**src/logic/ubd_consts.svh**
```systemverilog
`ifndef UBD_CONSTS_SVH
`define UBD_CONSTS_SVH
// ==========================================
// register byte addresses
`define UBD_OFS_RX   8'h00
`define UBD_OFS_TX   8'h04
`define UBD_OFS_DIVL 8'h08
`define UBD_OFS_DIVH 8'h0C
`define UBD_OFS_TXC  8'h10
`define UBD_OFS_RXS  8'h14
`define UBD_OFS_BCTL 8'h18
// ==========================================
// field positions
`define UBD_TXC_NINTH 0
`define UBD_TXC_PEND  1
`define UBD_TXC_HS    2
`define UBD_TXC_SYNC  4
`define UBD_RXS_NINTH 0
`define UBD_RXS_FULL  1
`define UBD_BCTL_WIDE 3
// ==========================================
// generator periods per bit
`define UBD_FAC_LOW8 7'h40
`define UBD_FAC_MID  7'h10
`define UBD_FAC_FAST 7'h04
`define UBD_ZERO_BYTE 8'h00
`define UBD_ZERO_CNT  16'h0000
`define UBD_ONE_CNT   16'h0001
`define UBD_ONE_PRE   7'h01
`endif

```
**src/logic/ubd_pkg.sv**
```systemverilog
package ubd_pkg;
   // ==========================================
   // types
   typedef struct packed {
      logic       ninth;
      logic [7:0] data;
   } ubd_char_s;

   typedef enum logic [1:0] {
      UBD_MODE_LOW8 = 2'b00,
      UBD_MODE_MID  = 2'b01,
      UBD_MODE_FAST = 2'b10
   } ubd_mode_e;

   typedef struct packed {
      logic [7:0]  tx_data;
      logic        tx_ninth_bit;
      logic        tx_pend;
      logic [7:0]  rx_data;
      logic        rx_ninth_bit;
      logic        rx_full;
      logic [7:0]  baud_div_low;
      logic [7:0]  baud_div_high;
      logic        wide_divider_sel;
      logic        high_speed_sel;
      logic        sync_mode;
      logic [15:0] brg_cnt;
      logic [6:0]  pre_cnt;
      logic        brg_tick;
      logic        bit_tick;
      logic        wr_pend;
      logic [7:0]  wr_addr;
      logic [31:0] rdata;
   } ubd_state_s;
endpackage : ubd_pkg

```
**src/logic/ubd_core.sv**
```systemverilog
`timescale 1ns/1ps
`include "ubd_consts.svh"
// Contract
// - received low byte readable, ninth in status
// - received character double buffered with ninth
// - transmit byte register, resets zero, ninth elsewhere
// - transmit double buffered, reload once shifting
// - low divisor write restarts generator counter
// - high divisor write restarts generator counter
// - high divisor ignored unless wide select
// - async narrow low speed divides by 64
// - async wide low speed divides by 16
// - synchronous ignores speed select, divides by 4
// - divisor is high byte over low byte
// - wide select picks 16 or 8 bit counter
// - mode select picks sync or async formula
module ubd_core
   import ubd_pkg::*;
(
   input  wire logic        i_ref_clk,   // core clock
   input  wire logic        i_sys_rst,   // sync reset, high
   input  wire logic        i_hsel,      // slave select
   input  wire logic [31:0] i_haddr,     // address
   input  wire logic [1:0]  i_htrans,    // transfer type
   input  wire logic        i_hwrite,    // write
   input  wire logic [2:0]  i_hsize,     // size, word only
   input  wire logic [31:0] i_hwdata,    // write data
   input  wire logic        i_hready,    // bus ready
   output logic      [31:0] o_hrdata,    // read data
   output logic             o_hreadyout, // slave ready
   output logic             o_hresp,     // response
   input  wire logic        i_rx_done,   // shifter char done
   input  wire ubd_char_s   i_rx_char,   // shifter char
   input  wire logic        i_tx_load,   // shifter takes char
   output logic             o_tx_valid,  // char waiting
   output ubd_char_s        o_tx_char,   // char to shift
   output logic             o_rx_full,   // unread char held
   output logic             o_sync_mode, // clock mode select
   output logic             o_brg_tick,  // generator period
   output logic             o_bit_tick   // one bit time
);

   // ==========================================
   // state and decode
   ubd_state_s  s_q;
   ubd_state_s  s_d;
   logic        acc;
   logic        rd_acc;
   logic        tx_wr;
   logic        lo_wr;
   logic        hi_wr;
   logic        div_wr;
   logic [15:0] div_eff;
   ubd_mode_e   mode;
   logic [6:0]  fac;

   // size is not checked: only whole words are issued
   assign acc    = i_hsel & i_htrans[1] & i_hready;
   assign rd_acc = acc & ~i_hwrite;
   assign tx_wr  = s_q.wr_pend & (s_q.wr_addr == `UBD_OFS_TX);
   assign lo_wr  = s_q.wr_pend & (s_q.wr_addr == `UBD_OFS_DIVL);
   assign hi_wr  = s_q.wr_pend & (s_q.wr_addr == `UBD_OFS_DIVH);
   assign div_wr = lo_wr | hi_wr;

   assign div_eff = s_q.wide_divider_sel ? {s_q.baud_div_high, s_q.baud_div_low}
                                         : {`UBD_ZERO_BYTE, s_q.baud_div_low};

   always_comb begin
      if (s_q.sync_mode) begin
         mode = UBD_MODE_FAST;
      end else if (s_q.wide_divider_sel & s_q.high_speed_sel) begin
         mode = UBD_MODE_FAST;
      end else if (s_q.wide_divider_sel | s_q.high_speed_sel) begin
         mode = UBD_MODE_MID;
      end else begin
         mode = UBD_MODE_LOW8;
      end
   end

   always_comb begin
      case (mode)
         UBD_MODE_LOW8: fac = `UBD_FAC_LOW8;
         UBD_MODE_MID:  fac = `UBD_FAC_MID;
         UBD_MODE_FAST: fac = `UBD_FAC_FAST;
         default:       fac = `UBD_FAC_LOW8;
      endcase
   end

   function automatic logic [31:0] rd_word(input ubd_state_s st, input logic [7:0] a);
      logic [31:0] w;
      w = '0;
      case (a)
         `UBD_OFS_RX:   w[7:0] = st.rx_data;
         `UBD_OFS_TX:   w[7:0] = st.tx_data;
         `UBD_OFS_DIVL: w[7:0] = st.baud_div_low;
         `UBD_OFS_DIVH: w[7:0] = st.baud_div_high;
         `UBD_OFS_TXC: begin
            w[`UBD_TXC_NINTH] = st.tx_ninth_bit;
            w[`UBD_TXC_PEND]  = st.tx_pend;
            w[`UBD_TXC_HS]    = st.high_speed_sel;
            w[`UBD_TXC_SYNC]  = st.sync_mode;
         end
         `UBD_OFS_RXS: begin
            w[`UBD_RXS_NINTH] = st.rx_ninth_bit;
            w[`UBD_RXS_FULL]  = st.rx_full;
         end
         `UBD_OFS_BCTL: w[`UBD_BCTL_WIDE] = st.wide_divider_sel;
         default:       w = '0;
      endcase
      return w;
   endfunction : rd_word

   // ==========================================
   // next state
   always_comb begin
      s_d          = s_q;
      s_d.brg_tick = 1'b0;
      s_d.bit_tick = 1'b0;
      // address phase; read data is sampled here so the data phase needs no wait
      s_d.wr_pend  = acc & i_hwrite;
      if (acc) begin
         s_d.wr_addr = i_haddr[7:0];
      end
      if (rd_acc) begin
         s_d.rdata = rd_word(s_q, i_haddr[7:0]);
         if (i_haddr[7:0] == `UBD_OFS_RX) begin
            s_d.rx_full = 1'b0;
         end
      end
      // data phase writes
      if (s_q.wr_pend) begin
         case (s_q.wr_addr)
            `UBD_OFS_DIVL: s_d.baud_div_low  = i_hwdata[7:0];
            `UBD_OFS_DIVH: s_d.baud_div_high = i_hwdata[7:0];
            `UBD_OFS_TXC: begin
               s_d.tx_ninth_bit   = i_hwdata[`UBD_TXC_NINTH];
               s_d.high_speed_sel = i_hwdata[`UBD_TXC_HS];
               s_d.sync_mode      = i_hwdata[`UBD_TXC_SYNC];
            end
            `UBD_OFS_BCTL: s_d.wide_divider_sel = i_hwdata[`UBD_BCTL_WIDE];
            default: s_d.wr_addr = s_d.wr_addr;
         endcase
      end
      if (i_tx_load & s_q.tx_pend) begin
         s_d.tx_pend = 1'b0;
      end
      // transmit byte written
      // a write in the take cycle stays pending: set beats clear
      if (tx_wr) begin
         s_d.tx_data = i_hwdata[7:0];
         s_d.tx_pend = 1'b1;
      end
      // capture finished char
      // an unread char is overwritten; no overrun is flagged
      if (i_rx_done) begin
         s_d.rx_data      = i_rx_char.data;
         s_d.rx_ninth_bit = i_rx_char.ninth;
         s_d.rx_full      = 1'b1;
      end
      if (div_wr) begin
         s_d.brg_cnt = s_d.wide_divider_sel ? {s_d.baud_div_high, s_d.baud_div_low}
                                            : {`UBD_ZERO_BYTE, s_d.baud_div_low};
         s_d.pre_cnt = '0;
      end else if (s_q.brg_cnt == `UBD_ZERO_CNT) begin
         s_d.brg_cnt  = div_eff;
         s_d.brg_tick = 1'b1;
         // >= so a mode change to a smaller factor cannot strand the count
         if (s_q.pre_cnt >= fac - `UBD_ONE_PRE) begin
            s_d.pre_cnt  = '0;
            s_d.bit_tick = 1'b1;
         end else begin
            s_d.pre_cnt = s_q.pre_cnt + `UBD_ONE_PRE;
         end
      end else begin
         s_d.brg_cnt = s_q.brg_cnt - `UBD_ONE_CNT;
      end
   end

   always_ff @(posedge i_ref_clk) begin
      if (i_sys_rst) begin
         s_q <= '0;
      end else begin
         s_q <= s_d;
      end
   end

   // ==========================================
   // outputs
   // read data path
   assign o_hrdata     = s_q.rdata;
   assign o_hreadyout  = 1'b1;
   assign o_hresp      = 1'b0;
   assign o_tx_valid   = s_q.tx_pend;
   assign o_tx_char    = '{ninth: s_q.tx_ninth_bit, data: s_q.tx_data};
   assign o_rx_full    = s_q.rx_full;
   assign o_sync_mode  = s_q.sync_mode;
   assign o_brg_tick   = s_q.brg_tick;
   assign o_bit_tick   = s_q.bit_tick;

   // ==========================================
   // checks
   a_rx_read_back: assert property (@(posedge i_ref_clk) disable iff (i_sys_rst)
      (rd_acc && i_haddr[7:0] == `UBD_OFS_RX) |=> o_hrdata == {24'h000000, $past(s_q.rx_data)})
      else $error("receive byte not returned on read");

   a_rx_capture: assert property (@(posedge i_ref_clk) disable iff (i_sys_rst)
      i_rx_done |=> (s_q.rx_data == $past(i_rx_char.data)) && (s_q.rx_ninth_bit == $past(i_rx_char.ninth))
                    && s_q.rx_full)
      else $error("received char not held");

   a_tx_write: assert property (@(posedge i_ref_clk) disable iff (i_sys_rst)
      tx_wr |=> (o_tx_char.data == $past(i_hwdata[7:0])) && o_tx_valid)
      else $error("transmit byte not stored");

   a_tx_take: assert property (@(posedge i_ref_clk) disable iff (i_sys_rst)
      (i_tx_load && o_tx_valid && !tx_wr) |=> !o_tx_valid)
      else $error("buffer not freed after take");

   a_low_restart: assert property (@(posedge i_ref_clk) disable iff (i_sys_rst)
      lo_wr |=> (s_q.brg_cnt == div_eff) && (s_q.pre_cnt == 7'h00) && !o_brg_tick)
      else $error("low write did not restart counter");

   a_high_restart: assert property (@(posedge i_ref_clk) disable iff (i_sys_rst)
      hi_wr |=> (s_q.brg_cnt == div_eff) && (s_q.pre_cnt == 7'h00) && !o_brg_tick)
      else $error("high write did not restart counter");

   a_high_ignored: assert property (@(posedge i_ref_clk) disable iff (i_sys_rst)
      !s_q.wide_divider_sel |-> div_eff == {8'h00, s_q.baud_div_low})
      else $error("high byte used in narrow mode");

   a_rate_low8: assert property (@(posedge i_ref_clk) disable iff (i_sys_rst)
      (!s_q.sync_mode && !s_q.wide_divider_sel && !s_q.high_speed_sel) |-> fac == 7'h40)
      else $error("narrow low speed factor wrong");

   a_rate_wide: assert property (@(posedge i_ref_clk) disable iff (i_sys_rst)
      (!s_q.sync_mode && s_q.wide_divider_sel && !s_q.high_speed_sel) |-> fac == 7'h10)
      else $error("wide low speed factor wrong");

   a_rate_sync: assert property (@(posedge i_ref_clk) disable iff (i_sys_rst)
      s_q.sync_mode |-> fac == 7'h04)
      else $error("sync factor wrong");

   a_div_concat: assert property (@(posedge i_ref_clk) disable iff (i_sys_rst)
      s_q.wide_divider_sel |-> div_eff == {s_q.baud_div_high, s_q.baud_div_low})
      else $error("divisor halves misordered");

   a_bit_due: assert property (@(posedge i_ref_clk) disable iff (i_sys_rst)
      (s_q.brg_cnt == 16'h0000 && !div_wr && s_q.pre_cnt == fac - 7'h01) |=> o_bit_tick && o_brg_tick)
      else $error("bit tick missed");

   a_brg_reload: assert property (@(posedge i_ref_clk) disable iff (i_sys_rst)
      (s_q.brg_cnt == 16'h0000 && !div_wr) |=> o_brg_tick && (s_q.brg_cnt == $past(div_eff)))
      else $error("counter did not reload");

   a_rx_clear: assert property (@(posedge i_ref_clk) disable iff (i_sys_rst)
      (rd_acc && i_haddr[7:0] == `UBD_OFS_RX && !i_rx_done) |=> !o_rx_full)
      else $error("receive full flag not cleared by read");

   a_rx_hold: assert property (@(posedge i_ref_clk) disable iff (i_sys_rst)
      !i_rx_done |=> $stable(s_q.rx_data) && $stable(s_q.rx_ninth_bit))
      else $error("held receive char changed");

   a_tx_hold: assert property (@(posedge i_ref_clk) disable iff (i_sys_rst)
      !tx_wr |=> $stable(o_tx_char.data))
      else $error("transmit byte changed without write");

   a_tx_pend_hold: assert property (@(posedge i_ref_clk) disable iff (i_sys_rst)
      (!i_tx_load && !tx_wr) |=> $stable(o_tx_valid))
      else $error("transmit pending changed without cause");

   a_low_store: assert property (@(posedge i_ref_clk) disable iff (i_sys_rst)
      lo_wr |=> s_q.baud_div_low == $past(i_hwdata[7:0]))
      else $error("low divisor not stored");

   a_high_store: assert property (@(posedge i_ref_clk) disable iff (i_sys_rst)
      hi_wr |=> s_q.baud_div_high == $past(i_hwdata[7:0]))
      else $error("high divisor not stored");

   a_rate_narrow_fast: assert property (@(posedge i_ref_clk) disable iff (i_sys_rst)
      (!s_q.sync_mode && !s_q.wide_divider_sel && s_q.high_speed_sel) |-> fac == 7'h10)
      else $error("narrow high speed factor wrong");

   a_rate_wide_fast: assert property (@(posedge i_ref_clk) disable iff (i_sys_rst)
      (!s_q.sync_mode && s_q.wide_divider_sel && s_q.high_speed_sel) |-> fac == 7'h04)
      else $error("wide high speed factor wrong");

   a_brg_count: assert property (@(posedge i_ref_clk) disable iff (i_sys_rst)
      (s_q.brg_cnt != 16'h0000 && !div_wr) |=> (s_q.brg_cnt == $past(s_q.brg_cnt) - 16'h0001) && !o_brg_tick)
      else $error("counter did not count down");

   a_bit_with_brg: assert property (@(posedge i_ref_clk) disable iff (i_sys_rst)
      o_bit_tick |-> o_brg_tick)
      else $error("bit tick outside generator period");

endmodule : ubd_core

```
**config.mk**
```make
export PLATFORM = sky130hd
export DESIGN_NAME = ubd_core
export DESIGN_NICKNAME = d
export VERILOG_FILES = /design/src/logic/ubd_pkg.sv /design/src/logic/ubd_core.sv
export VERILOG_INCLUDE_DIRS = /design/src /design/src/logic
export SDC_FILE = /design/constraint.sdc
export NUM_CORES = 1
export LEC_CHECK = 0
export BUFFER_PORTS_ARGS = -buffer_cell sky130_fd_sc_hd__buf_2
export CAP_MARGIN = 20
export CORE_MARGIN = 2
export CORE_UTILIZATION = 30
export CTS_BUF_LIST = sky130_fd_sc_hd__clkbuf_8
export DETAILED_ROUTE_END_ITERATION = 10
export GPL_TIMING_DRIVEN = 0
export SLEW_MARGIN = 40
export SYNTH_ARGS = -nofsm -noshare
export SYNTH_HDL_FRONTEND = slang
export SYNTH_SLANG_ARGS = --single-unit
```
**constraint.sdc**
```tcl
create_clock -name i_ref_clk -period 2.6 [get_ports i_ref_clk]
set_input_delay 0.13 -clock i_ref_clk [delete_from_list [all_inputs] [get_ports i_ref_clk]]
set_output_delay 0.13 -clock i_ref_clk [all_outputs]
set_load 0.03 [all_outputs]
```
==> impl_results.md, run 1 <==
* Inserted Clock Buffers at 9
* Number of buffers on the longest clock path at 2
* Final global-route overflow total at 0
* Worst-margin pin slew at 830 ps
* Hold Crit Class: in -> reg
* Sort of element at the end of the critical path: flip-flop
* Worst-case vdd ir drop at 0.276 mV
* Number of top-level pins at 133
* Worst flop-to-flop path startpoint: s_q[68]
* Leakage power at 2.13 nW
* CTS tree: built
* Detailed router's first-iteration violation count at 315
* Seq/Total Area, Yosys at 38.0%
* Count of input and output buffers at 51
* Post-synthesis instance area at 4270 sq um
* Source of the critical timing path: s_q[68]
* Initial antenna violation count at 0
* Antenna diode instance count at 0
* Average vias per placed instance at 5.01
* GR Util All Layers at 16.2%
* Synth top area share at 38.0%
* Wirelength, routed at 12.2 mm
* Clock insertion delay at the later pin of the skew report at 370 ps
* Largest net degree at the start of global routing at 14
* Ranking of synthesized cells by area: dfxtp_1, buf_4, nand2_1
* Sum of net half-perimeters after detailed placement at 9.14 mm
* Critical path type: reg -> reg
* Total clock sinks at 81
* Count of final max-slew check failures at 0
* Effective utilization at floorplan at 30.8%
* EDFF count, synth at 0
* Power density normalized to cell area at 683 nW/um^2
* Clock transition at the registers of the reported paths at 90 ps
* Total core area at 13900 sq um
* Worst slack at placement at -223 ps
* Tightest slew margin relative to the limit at 44.6%
* Hold slack at 10.7 ps
* Hold path startpoint: i_rx_char[3]
* Horiz. Die Dim at 123 um
* Max-cap violations at 0
* Height of the die at 123 um
* Most used flip-flop cell after synthesis: dfxtp_1
* DRC violation count after routing at 0
* Top post-synthesis cells by count: nand2_1, dfxtp_1, a21oi_1
* Worst endpoint data arrival time at 2830 ps
* First-pass GRT wire length at 18.8 mm
* Gate count after technology mapping at 514
* Detailed-route via count at 3950
* Layout overhead on the synthesized area at 21.3%
* Detailed-route wire length per cell at 15.5 um
* Area after DPL at 4850 sq um
* Synth async-reset ratio at 0%
* RSZ-0062 raised after global routing: true
* Syn avg cell area at 8.31 sq um
* Startpoint kind of the worst setup timing path: flip-flop
* Area of the die at 15200 sq um
* Hold Fails Final Rpt at 0
* Site Rows at 43
* Part of the cycle the worst path needs at 97.4%
* Share of layout cells above drive strength 1 at 23.6%
* Minimum clock period after layout at 2530 ps
* Routability Congestion at 0.900
* Vias in the first global route at 3728
* Flop and latch count out of synthesis at 81
* Total area of multi-input combinational cells at 2400 sq um
* Peak fanout along the critical path at 5
* Status: complete, no violations
* Number of synthesis warnings at 0
* Area occupied by registers at 1620 sq um
* Req. time, crit path at 2890 ps
* Most common cell in the netlist: nand2_1
* Synth area leader: dfxtp_1
* Number of setup violations in the final report at 0
* CTS H-tree lvls at 3
* Filler instances at 1461
* Root buf cell: clkbuf_8
* Final-stage net count at 699
* Count of nets left with antenna violations after detail routing at 0
* Timing-limited maximum frequency at 395 MHz
* Final instance area at 5180 sq um
* Synth cell types at 58
* Layout Skew at 15.5 ps
* Number of iterations in the first detailed-routing pass at 5
* Min setup slack post-route at 67.9 ps
-- per-layer routing --
metal	global-route usage, %	vias to the layer above	share of wire, %	wire [um]
met3	3.87	17	6.5	788
met1	21.4	1870	45	5510
met5	0	-	0	0
met4	5.33	0	1.9	229
li1	-	1926	-	-
met2	25.8	137	46	5660
-- power breakdown --
group | leakage (nW) | internal [mW] | switching [mW] | total, mW
clock | 0.0958 | 0.463 | 0.468 | 0.931
combinational | 1.38 | 0.474 | 0.646 | 1.12
sequential | 0.659 | 1.37 | 0.124 | 1.49
total | 2.13 | 2.30 | 1.24 | 3.54
-- what timing repair did --
item                                    in CTS  in global routing
pin swaps                                    1                  8
hold endpoints to repair                     2                  0
resized for setup                            5                 14
hold buffers                                 2                  0
buffers inserted                             2                  0
endpoints found under the setup margin       6                  7
-- critical path: stages (launching register included) --
cell and delay (ps):
dfxtp_2 340, ha_2 170, or2_4 250, ha_4 270
inv_4 40, ha_4 200, a21o_1 190, a221oi_4 340
o21ai_4 150, or3_1 360, a21oi_1 140
-- cells in the final DEF (no fill, tap or decap), types with 4 or more instances in the layout --
cell type / synthesis / final
mux2i_1: 24 / 24
nor2_1: 48 / 48
buf_4: 43 / 44
buf_2: 3 / 54
a221o_1: 5 / 5
o32ai_1: 4 / 4
nor2b_1: 6 / 6
o21ai_0: 5 / 5
clkbuf_1: 19 / 19
xor2_1: 4 / 4
clkbuf_8: 0 / 10
a21oi_1: 50 / 50
a211oi_1: 7 / 7
a21o_1: 4 / 4
a2111oi_0: 4 / 4
o22ai_1: 4 / 4
nand2b_1: 6 / 6
conb_1: 2 / 27
dfxtp_1: 81 / 79
ha_1: 9 / 6
nor3_1: 14 / 12
mux4_2: 5 / 5
nand2_1: 86 / 85
nand3_1: 21 / 21
xnor2_1: 7 / 7
-- final timing paths --
path,end,slack (ps),cells after the start
max,s_q[43],70,10
max reg2reg,s_q[43],70,10
min,s_q[90],10,3
min reg2reg,o_hrdata[6],460,2
-- logic make-up (layout without fill, tap and decap cells) --
kind of cell | after synthesis | after routing | synth area share, %
AO/OA/AOI/OAI | 97 | 97 | 14.4
XOR/XNOR | 11 | 11 | 2.26
adder cells (fa/ha/maj) | 9 | 9 | 2.64
buffers and inverters | 71 | 141 | 10.3
flip-flops | 81 | 81 | 38.0
multiplexers | 31 | 31 | 8.79
other | 2 | 27 | 0.176
AND/OR/NAND/NOR | 212 | 212 | 23.5
-- flip-flops by register name (all words and copies together) (netlist names) --
name and cells:
o_tx_char 9, o_bit_tick 1, s_q 59, o_sync_mode 1, o_hrdata 8, o_tx_valid 1, o_brg_tick 1, o_rx_full 1
-- cell type report --
type / count / share of cell area, %
multi-input combinational: 387 / 46.3
sequential: 81 / 31.4
buffer: 68 / 8.26
timing repair buffer: 55 / 5.68
tap: 180 / 4.35
clock buffer: 10 / 2.66
clock inverter: 5 / 1.11
inverter: 3 / 0.266
-- per-stage QoR --
step | power, mW | TNS (ps) | utilization (%) | cells
floorplan | 2.37 | 0 | - | 539
global placement | 2.60 | -636 | 34.9 | 770
detailed placement | 2.62 | -1120 | 35.0 | 770
CTS | 3.56 | 0 | 36.8 | 789
global route | 3.76 | -30.1 | 37.3 | 789
finish | 3.54 | 0 | 37.3 | 789
No activity file was read; power rests on OpenSTA's default activity.
==> run 2, diff against run 1 <==
--- a/config.mk
+++ b/config.mk
@@ -9,10 +9,11 @@
 export BUFFER_PORTS_ARGS = -buffer_cell sky130_fd_sc_hd__buf_2
 export CAP_MARGIN = 20
 export CORE_MARGIN = 2
-export CORE_UTILIZATION = 30
+export CORE_UTILIZATION = 45
 export CTS_BUF_LIST = sky130_fd_sc_hd__clkbuf_8
 export DETAILED_ROUTE_END_ITERATION = 10
 export GPL_TIMING_DRIVEN = 0
+export PLACE_DENSITY = 0.74
 export SLEW_MARGIN = 40
 export SYNTH_ARGS = -nofsm -noshare
 export SYNTH_HDL_FRONTEND = slang
==> run 2 against run 1 <==
Effect of this change: the flow now finishes with violations (negative hold slack); sequential cell count stayed put; critical path type unchanged; worst hold slack lost 11 ps; critical path depth did not move; register-to-register slack improved by 30 ps; non-clock buffer count unchanged; via count is 1.7% higher; combinational power barely moved; clock-buffer cell count down 1; core utilization rose by 18 points; clock skew decreased by 2.8 ps; cell area shrank 1.1%; routed wire length decreased by 5.7%.
==> impl_results.md, run 2 (synthesized netlist as in run 1, its figures left out) <==
* Antenna diode instance count at 0 (unchanged)
* Count of input and output buffers at 51 (unchanged)
* Vias in the first global route at 3810 (+2.2%)
* Root buf cell: clkbuf_8
* Max reg flops at 59 (unchanged)
* Number of buffers on the longest clock path at 2 (unchanged)
* Share of layout cells above drive strength 1 at 23.6% (-0.039 points)
* Library cell contributing the largest single delay on the critical path: or3_1
* WP depth at 10 (unchanged)
* Register-to-Register Path Depth at 10 (unchanged)
* Wirelength, routed at 11.5 mm (-5.7%)
* Sort of element at the end of the critical path: flip-flop
* Height of the die at 101 um (-18%)
* Count of cells along the worst hold path at 3 (unchanged)
* Routability Congestion at 0.931 (+3.4%)
* Layout overhead on the synthesized area at 20.0%
* Most used cells in the layout excluding fill and tap cells: nand2_1, dfxtp_1, buf_2
* Inserted Clock Buffers at 9 (unchanged)
* Total power at 3.62 mW (+2.2%)
* Most flop-heavy register: s_q
* Total clock sinks at 81 (unchanged)
* Most common cell after layout, fill and taps aside: nand2_1
* CP max stage delay at 360 ps (about the same)
* Combined buffer and inverter count along the critical path at 1 (unchanged)
* Count of nets left with antenna violations after detail routing at 0 (unchanged)
* Slack of the worst reg-to-reg path at 100 ps (+30 ps)
* Status: finished with violations
* Min setup slack post-route at 99.5 ps (+31.6 ps)
* Post-Layout Cell Count at 739 (-6.3%)
* Number of top-level pins at 133 (unchanged)
* Sequential share of power at 41.2% (-0.9 points)
* Minimum clock period after layout at 2500 ps (-31.6 ps)
* Cell mode on critical path: ha_4
* Internal power at 2.30 mW (about the same)
* Worst endpoint data arrival time at 2800 ps (-30 ps)
* Clock insertion delay at the later pin of the skew report at 370 ps (about the same)
* Clock transition at the registers of the reported paths at 100 ps (about the same)
* Count of final max-slew check failures at 0 (unchanged)
* First-pass GRT wire length at 18.6 mm (-0.66%)
* Detailed router's first-iteration violation count at 374 (+19%)
* Timing-limited maximum frequency at 400 MHz (+1.3%)
* Switching portion of total power at 36.3% (+1.3 points)
* Initial antenna violation count at 0 (unchanged)
* Leakage power at 2.15 nW (+0.99%)
* Setup total negative slack at 0 ps (unchanged)
* Number of setup violations in the final report at 0 (unchanged)
* Area of the die at 10300 sq um (-32%)
* Hold path startpoint: i_rx_char[0]
* Cell-by-cell listing of the critical path: ha_1 > or2_4 > ha_4 > inv_1 > ha_4 > a21o_1 > a221oi_4 > o21ai_2 > or3_1 > a21oi_1
* Final global-route overflow total at 0 (unchanged)
* Tightest slew margin relative to the limit at 49.2% (+4.6 points)
* Core occupancy in the finished layout at 55.5% (+18 points)
* Clock power share at 27.6% (+1.3 points)
* Hold slack at -0.740 ps (-11.4 ps)
* Dominant delay contributor by cell family on the critical path: compound AO/OA/AOI/OAI gates
* Req. time, crit path at 2900 ps (about the same)
* CTS H-tree lvls at 3 (unchanged)
* DRC violation count after routing at 0 (unchanged)
* Detailed-route wire length per cell at 15.6 um (+0.72%)
* Peak fanout along the critical path at 4 (-1)
* Total core area at 9240 sq um (-33%)
* Final-stage net count at 699 (unchanged)
* Layout Skew at 12.7 ps (-2.77 ps)
* Filler instances at 881 (-40%)
* Max-cap violations at 0 (unchanged)
* Hold Crit Class: in -> reg
* GR Util All Layers at 23.2% (+7.1 points)
* Hold endpoint: s_q[87]
* CTS tree: built
* Worst slack at placement at -165 ps (+57.7 ps)
* Placed Cells incl. Taps at 719 (-6.6%)
* Part of the cycle the worst path needs at 96.2% (-1.2 points)
* Hold Fails Final Rpt at 1 (+1)
* Startpoint kind of the worst setup timing path: flip-flop
* Worst-case vdd ir drop at 0.430 mV (+56%)
* Average vias per placed instance at 5.44 (+8.6%)
* Failing checks: negative hold slack
* Site Rows at 35 (-19%)
* Critical path type: reg -> reg
* Area after DPL at 4790 sq um (-1.2%)
* Worst flop-to-flop path startpoint: s_q[67]
* Effective utilization at floorplan at 46.2% (+15 points)
* Final instance area at 5120 sq um (-1.1%)
* Detailed-route via count at 4018 (+1.7%)
* Horiz. Die Dim at 101 um (-18%)
* Number of iterations in the first detailed-routing pass at 5 (unchanged)
* Sum of net half-perimeters after detailed placement at 8.58 mm (-6.1%)
* Worst-margin pin slew at 762 ps (-68.5 ps)
* Reg-to-reg critical path endpoint: s_q[43]
* Power density normalized to cell area at 706 nW/um^2 (+3.3%)
* Largest net degree at the start of global routing at 17 (+3)
* Comb power frac at 31.2% (-0.4 points)
* Net Sw Power at 1.31 mW (+6.0%)
==> run 2: changes by cell type in the layout (fill, tap and decap cells not counted), sizes merged <==
cell         previous run  this run
inv                     4         8
clkinvlp                2         0
buf                   102       103
clkbuf                 29        28
dlygate4sd3             2         1
==> run 2: tightest hold or removal path, cell delays in order <==
cell	delay, ps
buf_2	70
mux2i_1	60
nor2_1	80
==> run 2: area by class of cell <==
type	count	area (sq um)	area share, %
Clock buffer	9	124	2.42
Inverter	3	11.3	0.220
Timing Repair Buffer	55	292	5.69
Tap cell	129	161	3.15
Buffer	68	428	8.35
Clock inverter	7	85.1	1.66
Sequential cell	81	1620	31.7
Multi-Input combinational cell	387	2400	46.9
==> run 2: power groups by stage <==
stage | logic, mW | registers [mW] | clock network, mW
final | 1.13 | 1.49 | 0.997
after global routing | 1.27 | 1.51 | 1.05
after CTS | 1.12 | 1.49 | 1.00
after detailed placement | 1.11 | 1.51 | 0
after global placement | 1.08 | 1.51 | 0
after floorplan | 0.868 | 1.50 | 0
==> run 2: how the worst max path moves through the flow <==
stage	startpoint	to	slack, ps
after floorplan	s_q[67]	s_q[43]	50
after global placement	s_q[67]	s_q[43]	-120
after detailed placement	s_q[67]	s_q[43]	-170
after CTS	s_q[67]	s_q[43]	3
after global routing	s_q[67]	s_q[43]	-20
final	s_q[67]	s_q[43]	100
==> run 2: repair_timing <==
action | in CTS | in global routing
pin swaps | 0 | 3
cloned | 0 | 0
endpoints found under the setup margin | 6 | 6
gates resized for setup | 2 | 12
hold buffers | 1 | 0
hold endpoints to repair | 1 | 0
setup buffers | 1 | 2
==> run 2: metal layers <==
metal | vias up | global-route usage (%) | share of wire, %
met5 | - | 0 | 0
met4 | 0 | 6.24 | 1.7
met3 | 21 | 5.38 | 7.3
met2 | 156 | 37.4 | 48
met1 | 1925 | 31.5 | 43
li1 | 1916 | - | -
